### config.mk
export PLATFORM = sky130hd
export DESIGN_NAME = spsb_port
export DESIGN_NICKNAME = d
export VERILOG_FILES = /design/src/spsb_pkg.sv /design/src/spsb_mem_if.sv /design/src/spsb_ram.sv /design/src/spsb_port.sv
export SDC_FILE = /design/constraint.sdc
export NUM_CORES = 1
export LEC_CHECK = 0
export ABC_CLOCK_PERIOD_IN_PS = 6900
export BUFFER_PORTS_ARGS = -buffer_cell sky130_fd_sc_hd__buf_2
export CAP_MARGIN = 20
export CORE_MARGIN = 3
export CORE_UTILIZATION = 40
export DETAILED_ROUTE_END_ITERATION = 16
export GPL_TIMING_DRIVEN = 0
export PLACE_DENSITY = 0.64
export SYNTH_ARGS = -nofsm -noshare
export SYNTH_HDL_FRONTEND = slang
export SYNTH_HIERARCHICAL = 1
export SYNTH_SLANG_ARGS = --single-unit
### constraint.sdc
create_clock -name clock -period 6.9 [get_ports clock]
set_input_delay 0.69 -clock clock [delete_from_list [all_inputs] [get_ports clock]]
set_output_delay 0.69 -clock clock [all_outputs]
set_load 0.02 [all_outputs]
### src/spsb_pkg.sv
package spsb_pkg;
   // ------------------------------------------------------------
   // clock and serial rates
   // ------------------------------------------------------------
   localparam int CLK_HZ = 10_000_000;
   localparam int BAUD_300 = 300;
   localparam int BAUD_1200 = 1200;
   localparam int BAUD_2400 = 2400;
   localparam int BAUD_9600 = 9600;
   localparam int BIT_CYC_9600 = CLK_HZ / BAUD_9600;
   // ------------------------------------------------------------
   // buffers
   // ------------------------------------------------------------
   localparam int TX_DEPTH_DEF = 32;
   localparam int RX_DEPTH_DEF = 32;
   localparam int BLOCK_LEN = 32;
   // ------------------------------------------------------------
   // command codes and open directions
   // ------------------------------------------------------------
   localparam logic [7:0] CMD_OPEN = 8'h03;
   localparam logic [7:0] CMD_CLOSE = 8'h0C;
   localparam logic [7:0] CMD_STATUS = 8'h0D;
   localparam logic [7:0] CMD_FORCE = 8'h20;
   localparam logic [7:0] CMD_BAUD = 8'h24;
   localparam logic [7:0] CMD_XLAT = 8'h26;
   localparam logic [7:0] CMD_START = 8'h28;
   localparam logic [7:0] DIR_IN_C = 8'h05;
   localparam logic [7:0] DIR_OUT_B = 8'h08;
   localparam logic [7:0] DIR_OUT_C = 8'h09;
   localparam logic [7:0] DIR_IO_C = 8'h0D;
   // ------------------------------------------------------------
   // characters and configuration fields
   // ------------------------------------------------------------
   localparam logic [7:0] CHR_CR = 8'h0D;
   localparam logic [7:0] CHR_EOL = 8'h9B;
   localparam int CFG_BAUD_LSB = 0;
   localparam int CFG_WSZ_LSB = 4;
   localparam int CFG_XLAT_BIT = 0;
   localparam int CFG_PAR_BIT = 2;
   localparam logic [1:0] WSZ_8 = 2'h3;
   localparam logic [1:0] BAUD_RST = 2'h0;
   typedef enum logic [1:0] {TX_IDLE, TX_LOAD, TX_SHIFT} spsb_tx_t;
   typedef enum logic [1:0] {RX_IDLE, RX_START, RX_DATA, RX_STOP} spsb_rx_t;
endpackage : spsb_pkg

### src/spsb_mem_if.sv
`timescale 1ns/100ps
interface spsb_mem_if #(parameter int AW = 5);
   logic we;
   logic [AW-1:0] waddr;
   logic [7:0] wdata;
   logic [AW-1:0] raddr;
   logic [7:0] rdata;
   modport user(output we, waddr, wdata, raddr, input rdata);
   modport mem(input we, waddr, wdata, raddr, output rdata);
endinterface : spsb_mem_if

### src/spsb_ram.sv
`timescale 1ns/100ps
module spsb_ram #(parameter int AW = 5)
(
   input wire logic clock,
   spsb_mem_if.mem bus
);
   logic [7:0] cells [2**AW];

   // read data registered; a same-address write returns the old byte
   always_ff @(posedge clock)
   begin
      if (bus.we)
         cells[bus.waddr] <= bus.wdata;
      bus.rdata <= cells[bus.raddr];
   end
endmodule : spsb_ram

### src/spsb_port.sv
// Function
// - one open channel per port; a second open is refused
// - ports one to four accepted; index zero means port one
// - concurrent mode ends only through close of its channel
// - close of the last opened or started port drops receive data and sends all pending transmit data
// - close leaves port configuration unchanged
// - system reset closes all channels and drops buffers
// - start concurrent is code 40 on open channel, aux zero
// - concurrent receive buffer 32 bytes by default, may be larger
// - reception only in concurrent mode with input permission
// - block output moves in groups of 32 characters
// - short words transmit in block mode only; 8 bits in both
// - concurrent transmit buffer drains whenever it holds data
// - full transmit buffer stalls writer; occupancy is reported
// - full duplex allowed in concurrent; block output then barred
// - short word reception half duplex and at most 300 baud
// - receive overflow overwrites oldest and records data lost
// - status reports receive count, receive and parity errors
// - translation maps terminator to CR out and CR back in
// - open direction codes 5, 8, 9 and 13
// - block buffer also sent on CR, full buffer or close of the last opened port
`timescale 1ns/100ps
module spsb_port
   import spsb_pkg::*;
#(
   parameter int TX_DEPTH = TX_DEPTH_DEF,
   parameter int RX_DEPTH = RX_DEPTH_DEF,
   parameter int BIT_CYC_300 = CLK_HZ / BAUD_300,
   parameter int BIT_CYC_1200 = CLK_HZ / BAUD_1200,
   parameter int BIT_CYC_2400 = CLK_HZ / BAUD_2400
)
(
   input wire logic clock,
   input wire logic rst_n,
   input wire logic cmd_valid,
   input wire logic [7:0] cmd_code,
   input wire logic [2:0] port_device_specifier,
   input wire logic [7:0] first_aux_parameter,
   input wire logic [7:0] second_aux_parameter,
   output logic cmd_done,
   output logic cmd_ok,
   input wire logic tx_valid,
   input wire logic [7:0] tx_data,
   output logic tx_ready,
   output logic rx_valid,
   output logic [7:0] rx_data,
   input wire logic rx_ready,
   output logic [$clog2(RX_DEPTH+1)-1:0] st_rx_count,
   output logic [$clog2(TX_DEPTH+1)-1:0] st_tx_count,
   output logic st_lost,
   output logic st_rx_err,
   output logic st_parity_err,
   input wire logic [3:0] rxd,
   output logic [3:0] txd
);
   localparam int TAW = $clog2(TX_DEPTH);
   localparam int RAW = $clog2(RX_DEPTH);
   localparam int TCW = $clog2(TX_DEPTH+1);
   localparam int RCW = $clog2(RX_DEPTH+1);
   localparam logic [TCW-1:0] TX_FULL = TCW'(TX_DEPTH);
   // a buffer shallower than a block sends its group when it fills
   localparam logic [TCW-1:0] BLK_LAST =
      TCW'((TX_DEPTH < BLOCK_LEN ? TX_DEPTH : BLOCK_LEN) - 1);
   localparam logic [RCW-1:0] RX_FULL = RCW'(RX_DEPTH);

   typedef struct packed {
      logic [3:0] open, dirin, dirout, blk, xlat, par;
      logic [3:0][1:0] baud, wsz;
      logic [1:0] cport;
      logic conc, closing, blk_send;
      logic cmd_done, cmd_ok, lost, ferr, perr;
      logic st_lost, st_ferr, st_perr;
      logic [RCW-1:0] rxcnt, st_rx;
      logic [TCW-1:0] txcnt, st_tx;
      logic [TAW-1:0] txwp, txrp;
      logic [RAW-1:0] rxwp, rxrp;
      spsb_tx_t txst;
      logic [9:0] txsh;
      logic [3:0] txbits, rxbits;
      logic [15:0] txdiv, rxdiv;
      logic [3:0] txd, sync1, sync2;
      spsb_rx_t rxst;
      logic [8:0] rxsh;
      logic rd_pend, sk0v, sk1v, tx_ready;
      logic [7:0] sk0d, sk1d;
   } spsb_state_t;

   spsb_state_t s, n;
   logic [1:0] p;
   logic pok, acc, tpush, tpop, rpush, rpop, rinc, clr_rx, rxon, rbit;
   logic w8, wok;
   logic [15:0] div;
   logic [3:0] nb, nrx;
   logic [7:0] tdat, rbyte;
   logic [8:0] rword;

   spsb_mem_if #(.AW(TAW)) txq();
   spsb_mem_if #(.AW(RAW)) rxq();
   spsb_ram #(.AW(TAW)) u_txram (.clock(clock), .bus(txq.mem));
   spsb_ram #(.AW(RAW)) u_rxram (.clock(clock), .bus(rxq.mem));

   function automatic logic [15:0] bit_cyc(input logic [1:0] idx);
      unique case (idx)
         2'h0: bit_cyc = 16'(BIT_CYC_300 - 1);
         2'h1: bit_cyc = 16'(BIT_CYC_1200 - 1);
         2'h2: bit_cyc = 16'(BIT_CYC_2400 - 1);
         2'h3: bit_cyc = 16'(BIT_CYC_9600 - 1);
      endcase
   endfunction : bit_cyc

   // ------------------------------------------------------------
   // next state
   // ------------------------------------------------------------
   always_comb
   begin
      n = s;
      n.cmd_done = 1'b0;
      clr_rx = 1'b0;
      p = (port_device_specifier == 3'h0) ? 2'h0 :
         2'(port_device_specifier - 3'h1);
      pok = (port_device_specifier <= 3'h4);
      acc = cmd_valid && !s.closing;
      w8 = (s.wsz[p] == WSZ_8);
      // short words: no output, no duplex, 300 baud only
      wok = (!s.dirout[p] || w8) && (!s.dirin[p] || w8 ||
         (!s.dirout[p] && s.baud[p] == BAUD_RST));
      div = bit_cyc(s.baud[s.cport]);
      nb = 4'({2'h0, s.wsz[s.cport]}) + 4'h5;
      nrx = nb + {3'h0, s.par[s.cport]};
      // ------------------------------------------------------------
      // host commands
      // ------------------------------------------------------------
      if (acc)
      begin
         n.cmd_done = 1'b1;
         n.cmd_ok = 1'b0;
         // the concurrent channel locks out every other port
         if (pok && !(s.conc && p != s.cport))
         begin
            unique case (cmd_code)
               CMD_OPEN:
                  if (!s.open[p] && (first_aux_parameter == DIR_IN_C ||
                     first_aux_parameter == DIR_OUT_B ||
                     first_aux_parameter == DIR_OUT_C ||
                     first_aux_parameter == DIR_IO_C))
                  begin
                     n.open[p] = 1'b1;
                     n.dirin[p] = first_aux_parameter[2];
                     n.dirout[p] = first_aux_parameter[3];
                     n.blk[p] = (first_aux_parameter == DIR_OUT_B);
                     n.cport = p;
                     n.cmd_ok = 1'b1;
                  end
               CMD_CLOSE:
                  if (s.open[p] && p == s.cport)
                  begin
                     n.closing = 1'b1;
                     n.cmd_done = 1'b0;
                     clr_rx = 1'b1;
                  end
                  else if (s.open[p])
                  begin
                     n.open[p] = 1'b0;
                     n.cmd_ok = 1'b1;
                  end
               CMD_START:
                  if (s.open[p] && !s.conc && !s.blk[p] && wok &&
                     first_aux_parameter == 8'h00 &&
                     second_aux_parameter == 8'h00)
                  begin
                     n.conc = 1'b1;
                     n.cport = p;
                     n.cmd_ok = 1'b1;
                  end
               CMD_BAUD:
                  if (!s.conc)
                  begin
                     n.baud[p] = first_aux_parameter[CFG_BAUD_LSB +: 2];
                     n.wsz[p] = first_aux_parameter[CFG_WSZ_LSB +: 2];
                     n.cmd_ok = 1'b1;
                  end
               CMD_XLAT:
                  if (!s.conc)
                  begin
                     n.xlat[p] = first_aux_parameter[CFG_XLAT_BIT];
                     n.par[p] = first_aux_parameter[CFG_PAR_BIT];
                     n.cmd_ok = 1'b1;
                  end
               CMD_FORCE:
                  if (s.open[p] && s.blk[p] && p == s.cport)
                  begin
                     n.blk_send = (s.txcnt != '0);
                     n.cmd_ok = 1'b1;
                  end
               CMD_STATUS:
                  if (s.open[p])
                  begin
                     n.st_rx = s.rxcnt;
                     n.st_tx = s.txcnt;
                     n.st_lost = s.lost;
                     n.st_ferr = s.ferr;
                     n.st_perr = s.perr;
                     n.lost = 1'b0;
                     n.ferr = 1'b0;
                     n.perr = 1'b0;
                     n.cmd_ok = 1'b1;
                  end
               default: ;
            endcase
         end
      end
      // ------------------------------------------------------------
      // transmit buffer and shifter
      // ------------------------------------------------------------
      tdat = (s.xlat[s.cport] && tx_data == CHR_EOL) ? CHR_CR :
         tx_data;
      tpush = tx_valid && s.tx_ready;
      tpop = 1'b0;
      txq.we = tpush;
      txq.waddr = s.txwp;
      txq.wdata = tdat;
      txq.raddr = s.txrp;
      if (tpush)
      begin
         n.txwp = s.txwp + 1'b1;
         if (!s.conc && (tdat == CHR_CR || s.txcnt == BLK_LAST))
            n.blk_send = 1'b1;
      end
      unique case (s.txst)
         TX_IDLE:
         begin
            n.txd = '1;
            if ((s.conc || s.blk_send || s.closing) && s.txcnt != '0)
            begin
               tpop = 1'b1;
               n.txrp = s.txrp + 1'b1;
               n.txst = TX_LOAD;
            end
            else if (s.blk_send)
               n.blk_send = 1'b0;
         end
         TX_LOAD:
         begin
            // unused upper data bits read as stop level
            n.txsh = {1'b1, txq.rdata | 8'(8'hFF << nb), 1'b0};
            n.txbits = nb + 4'h2;
            n.txdiv = div;
            n.txst = TX_SHIFT;
         end
         TX_SHIFT:
         begin
            n.txd[s.cport] = s.txsh[0];
            n.txdiv = s.txdiv - 16'h0001;
            if (s.txdiv == 16'h0000)
            begin
               n.txsh = {1'b1, s.txsh[9:1]};
               n.txbits = s.txbits - 4'h1;
               n.txdiv = div;
               if (s.txbits == 4'h1)
                  n.txst = TX_IDLE;
            end
         end
      endcase
      n.txcnt = TCW'(s.txcnt + TCW'(tpush) - TCW'(tpop));
      // ------------------------------------------------------------
      // receive path, reader side
      // ------------------------------------------------------------
      rpop = (s.rxcnt != '0) && !s.rd_pend && !s.sk1v;
      rxq.raddr = s.rxrp;
      n.rd_pend = rpop;
      if (rpop)
         n.rxrp = s.rxrp + 1'b1;
      if (s.sk0v && rx_ready)
      begin
         n.sk0v = s.sk1v;
         n.sk0d = s.sk1d;
         n.sk1v = 1'b0;
      end
      if (s.rd_pend && !n.sk0v)
      begin
         n.sk0v = 1'b1;
         n.sk0d = rxq.rdata;
      end
      else if (s.rd_pend)
      begin
         n.sk1v = 1'b1;
         n.sk1d = rxq.rdata;
      end
      // ------------------------------------------------------------
      // receive shifter
      // ------------------------------------------------------------
      n.sync1 = rxd;
      n.sync2 = s.sync1;
      rbit = s.sync2[s.cport];
      rxon = s.conc && s.dirin[s.cport] && !s.closing;
      rpush = 1'b0;
      rword = 9'(s.rxsh >> (4'h9 - nrx));
      rbyte = rword[7:0] & ~8'(8'hFF << nb);
      if (s.rxst != RX_IDLE)
         n.rxdiv = (s.rxdiv == 16'h0000) ? div : s.rxdiv - 16'h0001;
      unique case (s.rxst)
         RX_IDLE:
            if (rxon && !rbit)
            begin
               n.rxst = RX_START;
               n.rxdiv = div >> 1;
            end
         RX_START:
            if (s.rxdiv == 16'h0000)
            begin
               n.rxst = rbit ? RX_IDLE : RX_DATA;
               n.rxbits = 4'h0;
            end
         RX_DATA:
            if (s.rxdiv == 16'h0000)
            begin
               n.rxsh = {rbit, s.rxsh[8:1]};
               n.rxbits = s.rxbits + 4'h1;
               if (s.rxbits + 4'h1 == nrx)
                  n.rxst = RX_STOP;
            end
         RX_STOP:
            if (s.rxdiv == 16'h0000)
            begin
               n.rxst = RX_IDLE;
               rpush = 1'b1;
               if (!rbit)
                  n.ferr = 1'b1;
               if (s.par[s.cport] && ^(rword & ~9'(9'h1FF << nrx)))
                  n.perr = 1'b1;
            end
      endcase
      rxq.we = rpush;
      rxq.waddr = s.rxwp;
      rxq.wdata = (s.xlat[s.cport] && rbyte == CHR_CR) ? CHR_EOL :
         rbyte;
      rinc = rpush && (s.rxcnt != RX_FULL || rpop);
      if (rpush)
         n.rxwp = s.rxwp + 1'b1;
      // full buffer: the oldest byte gives way to the new one
      if (rpush && !rinc)
      begin
         n.rxrp = s.rxrp + 1'b1;
         n.lost = 1'b1;
      end
      n.rxcnt = RCW'(s.rxcnt + RCW'(rinc) - RCW'(rpop));
      // ------------------------------------------------------------
      // close: discard input, finish when output has drained
      // ------------------------------------------------------------
      if (clr_rx)
      begin
         n.rxcnt = '0;
         n.rxrp = n.rxwp;
         n.rd_pend = 1'b0;
         n.sk0v = 1'b0;
         n.sk1v = 1'b0;
         n.rxst = RX_IDLE;
      end
      if (s.closing && s.txst == TX_IDLE && s.txcnt == '0)
      begin
         n.open[s.cport] = 1'b0;
         n.conc = 1'b0;
         n.closing = 1'b0;
         n.blk_send = 1'b0;
         n.cmd_done = 1'b1;
         n.cmd_ok = 1'b1;
      end
      // host waits out a block; full duplex bars block output
      n.tx_ready = n.open[n.cport] && n.dirout[n.cport] && !n.closing &&
         (n.conc || (n.blk[n.cport] && !n.blk_send)) &&
         n.txcnt < TX_FULL;
   end

   // reset cuts any character in flight and empties both buffers
   always_ff @(posedge clock)
   begin
      if (!rst_n)
      begin
         s <= '0;
         s.txd <= '1;
         s.sync1 <= '1;
         s.sync2 <= '1;
         s.wsz <= {4{WSZ_8}};
      end
      else
         s <= n;
   end

   assign cmd_done = s.cmd_done;
   assign cmd_ok = s.cmd_ok;
   assign tx_ready = s.tx_ready;
   assign rx_valid = s.sk0v;
   assign rx_data = s.sk0d;
   assign st_rx_count = s.st_rx;
   assign st_tx_count = s.st_tx;
   assign st_lost = s.st_lost;
   assign st_rx_err = s.st_ferr;
   assign st_parity_err = s.st_perr;
   assign txd = s.txd;
endmodule : spsb_port

==> impl_metrics.json, run 1 <==
{
  "status": "finished clean",
  "yosysSeqAreaShare_pct": 63.4,
  "synthArstFlopShare_pct": 0,
  "period_needed_ns": 6.12,
  "fin_cells": 3423,
  "grt_max_degree": 33,
  "std_cell_rows": 101,
  "root_buffer": "clkbuf_16",
  "io_pins": 75,
  "fin_util_pct": 46.4,
  "setup_viol": 0,
  "syn-cell-area_um2": 30800,
  "areaGrowthSynthToFinish_pct": 14.6,
  "crit_family": "buffers and inverters",
  "leakagePower_nw": 11.5,
  "via_per_inst": 5.50,
  "die_h_um": 284,
  "fmax_mhz": 163,
  "cts.htree.levels": 3,
  "synth_top_cell_by_area": "edfxtp_1",
  "ant_nets": 0,
  "hold_buffers": 0,
  "ys_top_cells_by_area": "edfxtp_1 (50%), dfxtp_1 (14%), mux4_2 (12%), nor2_1 (3.0%), mux2i_1 (2.3%)",
  "grt_usage_pct": 18.0,
  "initial_core_util_pct": 40.5,
  "pre_cts_slack_ns": 0.0660,
  "critPathMaxFanout": 32,
  "core_um2": 76200,
  "design_area_um2": 35300,
  "slew_viol_final": 0,
  "power_mw": 10.1,
  "place_inst": 3277,
  "syn_inst": 2162,
  "path_common_cell": "inv_1",
  "rsz0062_at_grt": "no",
  "period_share_pct": 88.7,
  "dieArea_um2": 80500,
  "place_hpwl_um": 50800,
  "ys_top_cells_by_count": "edfxtp_1 (512), nor2_1 (243), dfxtp_1 (208), mux4_2 (168), nand2_1 (160)",
  "cpPeakStageDelay_ns": 0.61,
  "cts_setup_buffers": 0,
  "maxCapViolations": 0,
  "synth_top_cell_area_share_pct": 49.9,
  "fin_skew_ns": 0.0538,
  "numCtsBuffers": 77,
  "yosysMostFrequentCell": "edfxtp_1",
  "dr.pass1.iters": 5,
  "synth_ff_type": "edfxtp_1",
  "synth_seq_cells": 720,
  "io_buffers": 72,
  "end_kind": "flop",
  "finalNetCount": 2425,
  "grt_pass1_wl_um": 113000,
  "drtIter0Drc": 1471,
  "grt_overflow": 0,
  "vdd_ir_drop_max_v": 0.000191,
  "cts_tree": "done",
  "route.detailed.drc": 0,
  "synth_nets": 2256,
  "final_layout_size_suffix_gt1_share_pct": 20.3,
  "cp_num_buf_inv": 7,
  "hold_viol_final": 0,
  "gp_routability_congestion": 0.891,
  "power_density_nw_per_um2": 286,
  "required_ns": 7.21,
  "synth_cell_types": 87,
  "worst_slack_ns": 0.779,
  "cts_buffer_depth": 3,
  "holdCritPathClass": "input port to flop",
  "startpoint_type": "flop",
  "slew_headroom_pct": 34.4,
  "path_cells": "buf_1 > buf_1 > mux4_2 > inv_1 > ha_1 > inv_1 > fa_1 > buf_2 > inv_1 > ha_1 > clkbuf_1 > nand2_1 > o21ai_0 > and2_2 > nand4_1 > nor2_1 > nand4_1 > nand2_2",
  "wire_per_inst_um": 21.3,
  "via_count": 18824,
  "synth_edf_count": 512,
  "clkLatencyLatePin_ns": 0.65,
  "grt_pass1_vias": 18861,
  "ys.warnings.count": 6,
  "die_width_um": 284,
  "cp.arrival_ns": 6.43,
  "fin_hold_ws_ns": 0.227,
  "fin_setup_tns_ns": 0,
  "worstMarginPinSlew_ns": 0.981,
  "wirelength_um": 72800,
  "clk_pin_slew_ns": 0.07,
  "placed_cell_area_um2": 32700,
  "antenna_found_initial": 1,
  "clkSinkCount": 720,
  "worst_path_max_delay_cell": "buf_1",
  "critPathKind": "flop to flop",
  "syn_area_per_cell_um2": 14.3
}
final timing paths:
kind	end	from	slack (ns)	cells after the start
worst max-delay path	u_rxram/cells[31][7]$_DFFE_PP_	s[151]$_SDFF_PN0_	0.78	18
worst min-delay path	n[31]$_SDFF_PN1_	rxd[0]	0.23	2
worst min register to register	s[31]$_SDFF_PN1_	n[31]$_SDFF_PN1_	0.41	1
worst max register to register	u_rxram/cells[31][7]$_DFFE_PP_	s[151]$_SDFF_PN0_	0.78	18
sequential cells by signal (all words and copies together), names as in the netlist, 6 cells and up:
name,cells
u_rxram/bus.rdata,8
st_tx_count,6
u_txram/cells,256
u_txram/bus.rdata,8
st_rx_count,6
u_rxram/cells,256
rx_data,8
s,137
layout by cell type, fill, tap and decap left out, drive strengths merged, types with 7 or more instances in the layout:
cell type  instances
xor2              21
nor2             244
nand3b            15
and3              11
a22oi             14
ha                47
a21oi             93
nor2b              7
mux2i             71
or3b               7
edfxtp           512
dfxtp            208
mux4             168
nor4              11
inv               48
buf              157
a211oi            19
nand2            160
and2              14
clkinv            32
o21ai             62
a311oi            10
nand2b            16
o211ai            10
or2                9
nand4             17
mux2              26
or3               15
xnor2             21
nand3             57
clkbuf           176
nor3              40
metal layers:
metal,GRT usage (%),vias to the layer above,routed length [um]
met3,3.29,123,5090
met1,24.5,9511,30800
met5,0,-,0
met2,29.3,681,35100
li1,-,8509,-
met4,5.73,0,1830
report_power, final:
part / switching [mW] / internal, mW / total [mW]
clock network: 1.75 / 2.34 / 4.09
registers: 0.0824 / 4.70 / 4.78
logic: 0.675 / 0.552 / 1.23
cells by family after synthesis:
group / Yosys count / share of synthesized area [%]
xor gates and xnor gates: 42 / 1.19
adders and majority gates: 50 / 2.10
muxes: 265 / 15.6
and+or+nand+nor: 640 / 9.69
DFF: 720 / 63.4
buffers and inverters: 192 / 2.97
AOI/OAI and AO/OA: 253 / 5.11
final cells by class:
class | instances | area [um^2]
flip-flops and latches | 720 | 19500
diodes | 1 | 2.50
fillers | 6574 | 40900
multi-input cells | 1250 | 10400
clock buffers | 97 | 2060
repair buffers | 90 | 639
plain buffers | 146 | 743
well taps | 1030 | 1290
clock inverters | 43 | 475
inverters | 46 | 173
worst reg2reg max path: cells and delay by family (launching register included):
| family | cells | cell delay [ns] |
|---|---|---|
| buffers and inverters | 7 | 2.20 |
| DFF | 1 | 0.39 |
| and+or+nand+nor | 6 | 1.56 |
| muxes | 1 | 0.53 |
| AOI/OAI and AO/OA | 1 | 0.08 |
| adders and majority gates | 3 | 1.01 |
timing repair:
item	CTS	global route
endpoints found under the setup margin	14	30
hold endpoints to repair	0	0
resized for setup	1	1
pin swaps	0	0
No activity file was read; power rests on OpenSTA's default activity.
==> run 2, diff against run 1 <==
--- a/config.mk
+++ b/config.mk
@@ -14,4 +14,5 @@
 export GPL_TIMING_DRIVEN = 0
 export PLACE_DENSITY = 0.64
+export REMOVE_ABC_BUFFERS = 1
 export SYNTH_ARGS = -nofsm -noshare
 export SYNTH_HDL_FRONTEND = slang
==> constraint.sdc (replaced) <==
create_clock -name clock -period 6.9 [get_ports clock]
set_input_delay 1.035 -clock clock [delete_from_list [all_inputs] [get_ports clock]]
set_output_delay 1.035 -clock clock [all_outputs]
set_load 0.02 [all_outputs]
==> impl_metrics.json, run 2 (synthesis results as in run 1) <==
{
  "status": "finished clean",
  "grt_max_degree": 123,
  "end_kind": "flop",
  "worstMarginPinSlew_ns": 1.04,
  "die_width_um": 284,
  "rsz0062_at_grt": "no",
  "cp_num_buf_inv": 6,
  "cp.arrival_ns": 5.96,
  "dieArea_um2": 80500,
  "slew_headroom_pct": 30.6,
  "worst_slack_ns": 1.38,
  "gp_routability_congestion": 0.858,
  "grt_pass1_wl_um": 104000,
  "highest_layer": "met4",
  "route.detailed.drc": 0,
  "core_um2": 76200,
  "vdd_ir_drop_max_v": 0.000250,
  "hold_buffers": 0,
  "period_needed_ns": 5.52,
  "fin_setup_tns_ns": 0,
  "fillers": 6572,
  "holdCritPathClass": "flop to flop",
  "grt_usage_pct": 16.3,
  "root_buffer": "clkbuf_16",
  "cts.htree.levels": 3,
  "via_per_inst": 5.49,
  "startpoint_type": "flop",
  "grt_pass1_vias": 17944,
  "cts_setup_buffers": 0,
  "leakagePower_nw": 11.2,
  "design_area_um2": 34700,
  "numCtsBuffers": 75,
  "io_pins": 75,
  "dr.pass1.iters": 5,
  "cts_tree": "done",
  "antenna_found_initial": 0,
  "critPathKind": "flop to flop",
  "period_share_pct": 79.9,
  "power_density_nw_per_um2": 284,
  "io_buffers": 74,
  "ant_nets": 0,
  "required_ns": 7.34,
  "fin_hold_ws_ns": 0.404,
  "cts_buffer_depth": 3,
  "diodes": 0,
  "place_hpwl_um": 43000,
  "critPathMaxFanout": 18,
  "multi_input_area_um2": 10400,
  "std_cell_rows": 101,
  "pre_cts_slack_ns": 0.261,
  "fin_skew_ns": 0.0346,
  "worst_path_max_delay_cell": "fa_1",
  "final_layout_size_suffix_gt1_share_pct": 19.5,
  "areaGrowthSynthToFinish_pct": 12.6,
  "postCtsResizedCells": 0,
  "fmax_mhz": 181,
  "placed_cell_area_um2": 32100,
  "cpPeakStageDelay_ns": 0.84,
  "setup_viol": 0,
  "clk_pin_slew_ns": 0.06,
  "wirelength_met1_um": 28800,
  "ff_latch_area_um2": 19600,
  "via_count": 18027,
  "crit_family": "adder cells",
  "wirelength_um": 65800,
  "clkSinkCount": 720,
  "grt_overflow": 0,
  "finalNetCount": 2288,
  "hold_viol_final": 0,
  "final_cell_mix": "edfxtp_1 (512), nor2_1 (243), dfxtp_1 (204)",
  "initial_core_util_pct": 40.5,
  "drtIter0Drc": 1352,
  "clkLatencyLatePin_ns": 0.61,
  "maxCapViolations": 0,
  "wl_met2_um": 31600,
  "path_common_cell": "inv_1",
  "reg.largest.list": "u_rxram/cells: 256 flops, u_txram/cells: 256 flops, s: 137 flops",
  "wire_per_inst_um": 20.0,
  "die_h_um": 284,
  "wl_met3_um": 4050,
  "slew_viol_final": 0,
  "path_cells": "buf_16 > mux4_2 > inv_1 > ha_1 > inv_1 > fa_1 > inv_1 > ha_1 > nand2b_1 > nor3_2 > buf_6 > nor2_1 > nand4_1 > nor2_1 > nand4_1 > nor2b_2 > buf_8",
  "final_common_cell": "edfxtp_1"
}
## run 2: metrics by stage
stage / cells / util [%] / total power, mW
floorplan: 2016 / - / 5.69
global placement: 3120 / 41.7 / 5.99
global route: 3283 / 45.6 / 10.3
detailed placement: 3137 / 42.2 / 6.01
CTS: 3273 / 45.3 / 9.96
finish: 3283 / 45.6 / 9.86
## run 2: power breakdown
group / total, mW / leakage (nW) / internal [mW] / switching [mW]
combinational: 1.11 / 3.87 / 0.529 / 0.577
clock: 3.94 / 1.17 / 2.31 / 1.63
sequential: 4.82 / 6.17 / 4.70 / 0.120
total: 9.86 / 11.2 / 7.54 / 2.32
## run 2: final cells by class
type,instances,share of cell area [%]
Clock inverter,37,1.10
Clock buffer,99,5.84
Inverter,46,0.512
Multi-Input combinational cell,1250,30.0
Timing Repair Buffer,101,2.55
Tap cell,1030,3.71
Sequential cell,720,56.3
## run 2: routing by layer
layer	global-route usage [%]	vias up
met2	26.2	567
li1	-	8226
met3	2.70	104
met4	4.40	0
met1	23.1	9130
met5	0	-
## run 2: path summary, 6_finish.rpt
path	from	endpoint	slack [ns]	depth (start not counted)
setup / recovery	s[150]$_SDFF_PN0_	u_rxram/cells[12][2]$_DFFE_PP_	1.38	17
hold / removal	n[31]$_SDFF_PN1_	s[31]$_SDFF_PN1_	0.40	1
setup reg to reg	s[150]$_SDFF_PN0_	u_rxram/cells[12][2]$_DFFE_PP_	1.38	17
hold reg to reg	n[31]$_SDFF_PN1_	s[31]$_SDFF_PN1_	0.40	1
==> run 3, diff against run 2 <==
ABC_CLOCK_PERIOD_IN_PS = 5500   (was 6900)
clock period = 5.5 ns   (was 6.9 ns; I/O delays follow)
==> impl_metrics.json, run 3 (synthesis results as in run 1) <==
{
  "core_um2": 76200,
  "multi_input_area_um2": 10400,
  "clkSinkCount": 720,
  "whs_endpoint": "n[34]$_SDFF_PN1_",
  "worst_slack_ns": 0.356,
  "numCtsBuffers": 75,
  "highest_layer": "met4",
  "slew_headroom_pct": 29.5,
  "final_cell_mix": "edfxtp_1 (512), nor2_1 (243), dfxtp_1 (202)",
  "wirelength_met1_um": 29300,
  "wl_met3_um": 3660,
  "r2r_end": "u_rxram/cells[12][2]$_DFFE_PP_",
  "wirelength_um": 65900,
  "hold_viol_final": 0,
  "diodes": 0,
  "fin_util_pct": 45.5,
  "grt_max_degree": 123,
  "drtIter0Drc": 1379,
  "route.detailed.drc": 0,
  "cts_tree": "done",
  "period_needed_ns": 5.14,
  "reg2regPathDepth": 17,
  "io_buffers": 74,
  "holdCritStartpoint": "rxd[3]",
  "maxCapViolations": 0,
  "status": "finished clean",
  "die_h_um": 284,
  "critPathKind": "flop to flop",
  "cts_buffer_depth": 3,
  "dr.pass1.iters": 5,
  "ff_latch_area_um2": 19600,
  "die_width_um": 284,
  "critPathMaxFanout": 18,
  "cts.htree.levels": 3,
  "grt_pass1_vias": 17959,
  "fmax_mhz": 194,
  "rsz0062_at_grt": "no",
  "finalNetCount": 2284,
  "clk_pin_slew_ns": 0.06,
  "worstMarginPinSlew_ns": 1.04,
  "startpoint_type": "flop",
  "wire_per_inst_um": 20.1,
  "gp_routability_congestion": 0.858,
  "clkPwrFrac_pct": 39.9,
  "dieArea_um2": 80500,
  "holdPathStages": 2,
  "reg.largest.list": "u_rxram/cells: 256 flops, u_txram/cells: 256 flops, s: 137 flops",
  "wl_met2_um": 31700,
  "vdd_ir_drop_max_v": 0.000314,
  "via_per_inst": 5.48,
  "fin_skew_ns": 0.0361,
  "power_density_nw_per_um2": 357,
  "final_layout_size_suffix_gt1_share_pct": 19.6,
  "r2r_slack_ns": 0.36,
  "p_sw_share_pct": 23.6,
  "r2r-start": "s[150]$_SDFF_PN0_",
  "hold_buffers": 0,
  "holdCritPathClass": "input port to flop",
  "clkLatencyLatePin_ns": 0.61,
  "setup_viol": 0,
  "ant_nets": 0,
  "end_kind": "flop",
  "grt_usage_pct": 16.3,
  "fillers": 6575,
  "grt_pass1_wl_um": 104000,
  "period_share_pct": 93.5,
  "root_buffer": "clkbuf_16",
  "io_pins": 75,
  "place_hpwl_um": 43000,
  "fin_hold_ws_ns": 0.394,
  "required_ns": 5.94,
  "switchingPower_mw": 2.91,
  "pre_cts_slack_ns": -1.14,
  "grt_overflow": 0,
  "areaGrowthSynthToFinish_pct": 12.4,
  "power_mw": 12.4,
  "std_cell_rows": 101,
  "cp.arrival_ns": 5.59,
  "p_comb_share_pct": 11.2,
  "initial_core_util_pct": 40.5,
  "p_seq_share_pct": 48.9,
  "fin_setup_tns_ns": 0,
  "slew_viol_final": 0,
  "leakagePower_nw": 11.2,
  "final_common_cell": "edfxtp_1",
  "antenna_found_initial": 0,
  "via_count": 17956,
  "intPower_mw": 9.45
}
==> run 3: changes by cell type in the layout (fill, tap and decap cells not counted) <==
cell | previous run | this run
fa_2 | 0 | 1
buf_16 | 12 | 9
fa_1 | 3 | 2
nor2b_2 | 3 | 2
nor2b_4 | 0 | 1
dfxtp_1 | 204 | 202
nand2_4 | 0 | 2
dfxtp_2 | 0 | 2
nand2_1 | 160 | 158
and2_4 | 0 | 1
o21ai_4 | 0 | 1
and2_1 | 13 | 12
buf_8 | 8 | 7
o21ai_2 | 3 | 2
==> run 3: critical path, stage by stage (launching register included) <==
cell and delay (ns):
dfxtp_2 0.48, buf_16 0.20, mux4_2 0.60, inv_1 0.23
ha_1 0.18, inv_1 0.05, fa_2 0.72, inv_1 0.15
ha_1 0.46, nand2b_1 0.27, nor3_2 0.21, buf_6 0.21
nor2_1 0.06, nand4_1 0.10, nor2_1 0.06, nand4_1 0.30
nor2b_4 0.48, buf_8 0.22
==> run 3: per-layer routing <==
layer | vias up | GRT usage (%)
met5 | - | 0
met4 | 0 | 4.40
met3 | 101 | 2.70
met2 | 479 | 26.3
met1 | 9150 | 23.1
li1 | 8226 | -
==> run 3: repair_timing <==
action / in CTS / in global routing
buffers inserted: 0 / 0
endpoints found under the setup margin: 129 / 129
resized for setup: 9 / 2
==> run 3: worst max-delay path by stage <==
stage | slack (ns) | endpoint | from | cells after the start
after floorplan | -0.86 | u_rxram/cells[0][2]$_DFFE_PP_ | s[150]$_SDFF_PN0_ | 14
after global placement | -3.69 | u_rxram/cells[8][2]$_DFFE_PP_ | s[150]$_SDFF_PN0_ | 14
after detailed placement | -1.14 | u_rxram/cells[8][4]$_DFFE_PP_ | s[151]$_SDFF_PN0_ | 14
after CTS | 0.003 | u_rxram/cells[15][2]$_DFFE_PP_ | s[150]$_SDFF_PN0_ | 17
after global routing | 0.06 | u_rxram/cells[15][2]$_DFFE_PP_ | s[150]$_SDFF_PN0_ | 15
final | 0.36 | u_rxram/cells[12][2]$_DFFE_PP_ | s[150]$_SDFF_PN0_ | 17
==> run 3: final cells by class <==
class                      instances  area share [%]
tap                             1030            3.72
sequential                       720            56.4
timing repair buffer              97            2.27
clock buffer                      99            5.85
multi-input combinational       1250            30.1
inverter                          46           0.513
clock inverter                    37            1.10
==> run 3: power by group through the flow <==
stage	sequential [mW]	combinational, mW	clock [mW]
floorplan	6.22	0.912	0
global placement	6.28	1.23	0
detailed placement	6.17	1.38	0
CTS	6.05	1.39	5.06
global route	6.07	1.53	5.27
finish	6.05	1.39	4.93
==> run 3: metrics by stage <==
| stage | cells | area [um^2] |
|---|---|---|
| after global routing | 3279 | 34700 |
| final | 3279 | 34700 |
| after global placement | 3120 | 31800 |
| after CTS | 3273 | 34600 |
| after detailed placement | 3137 | 32100 |
| after floorplan | 2016 | 30100 |
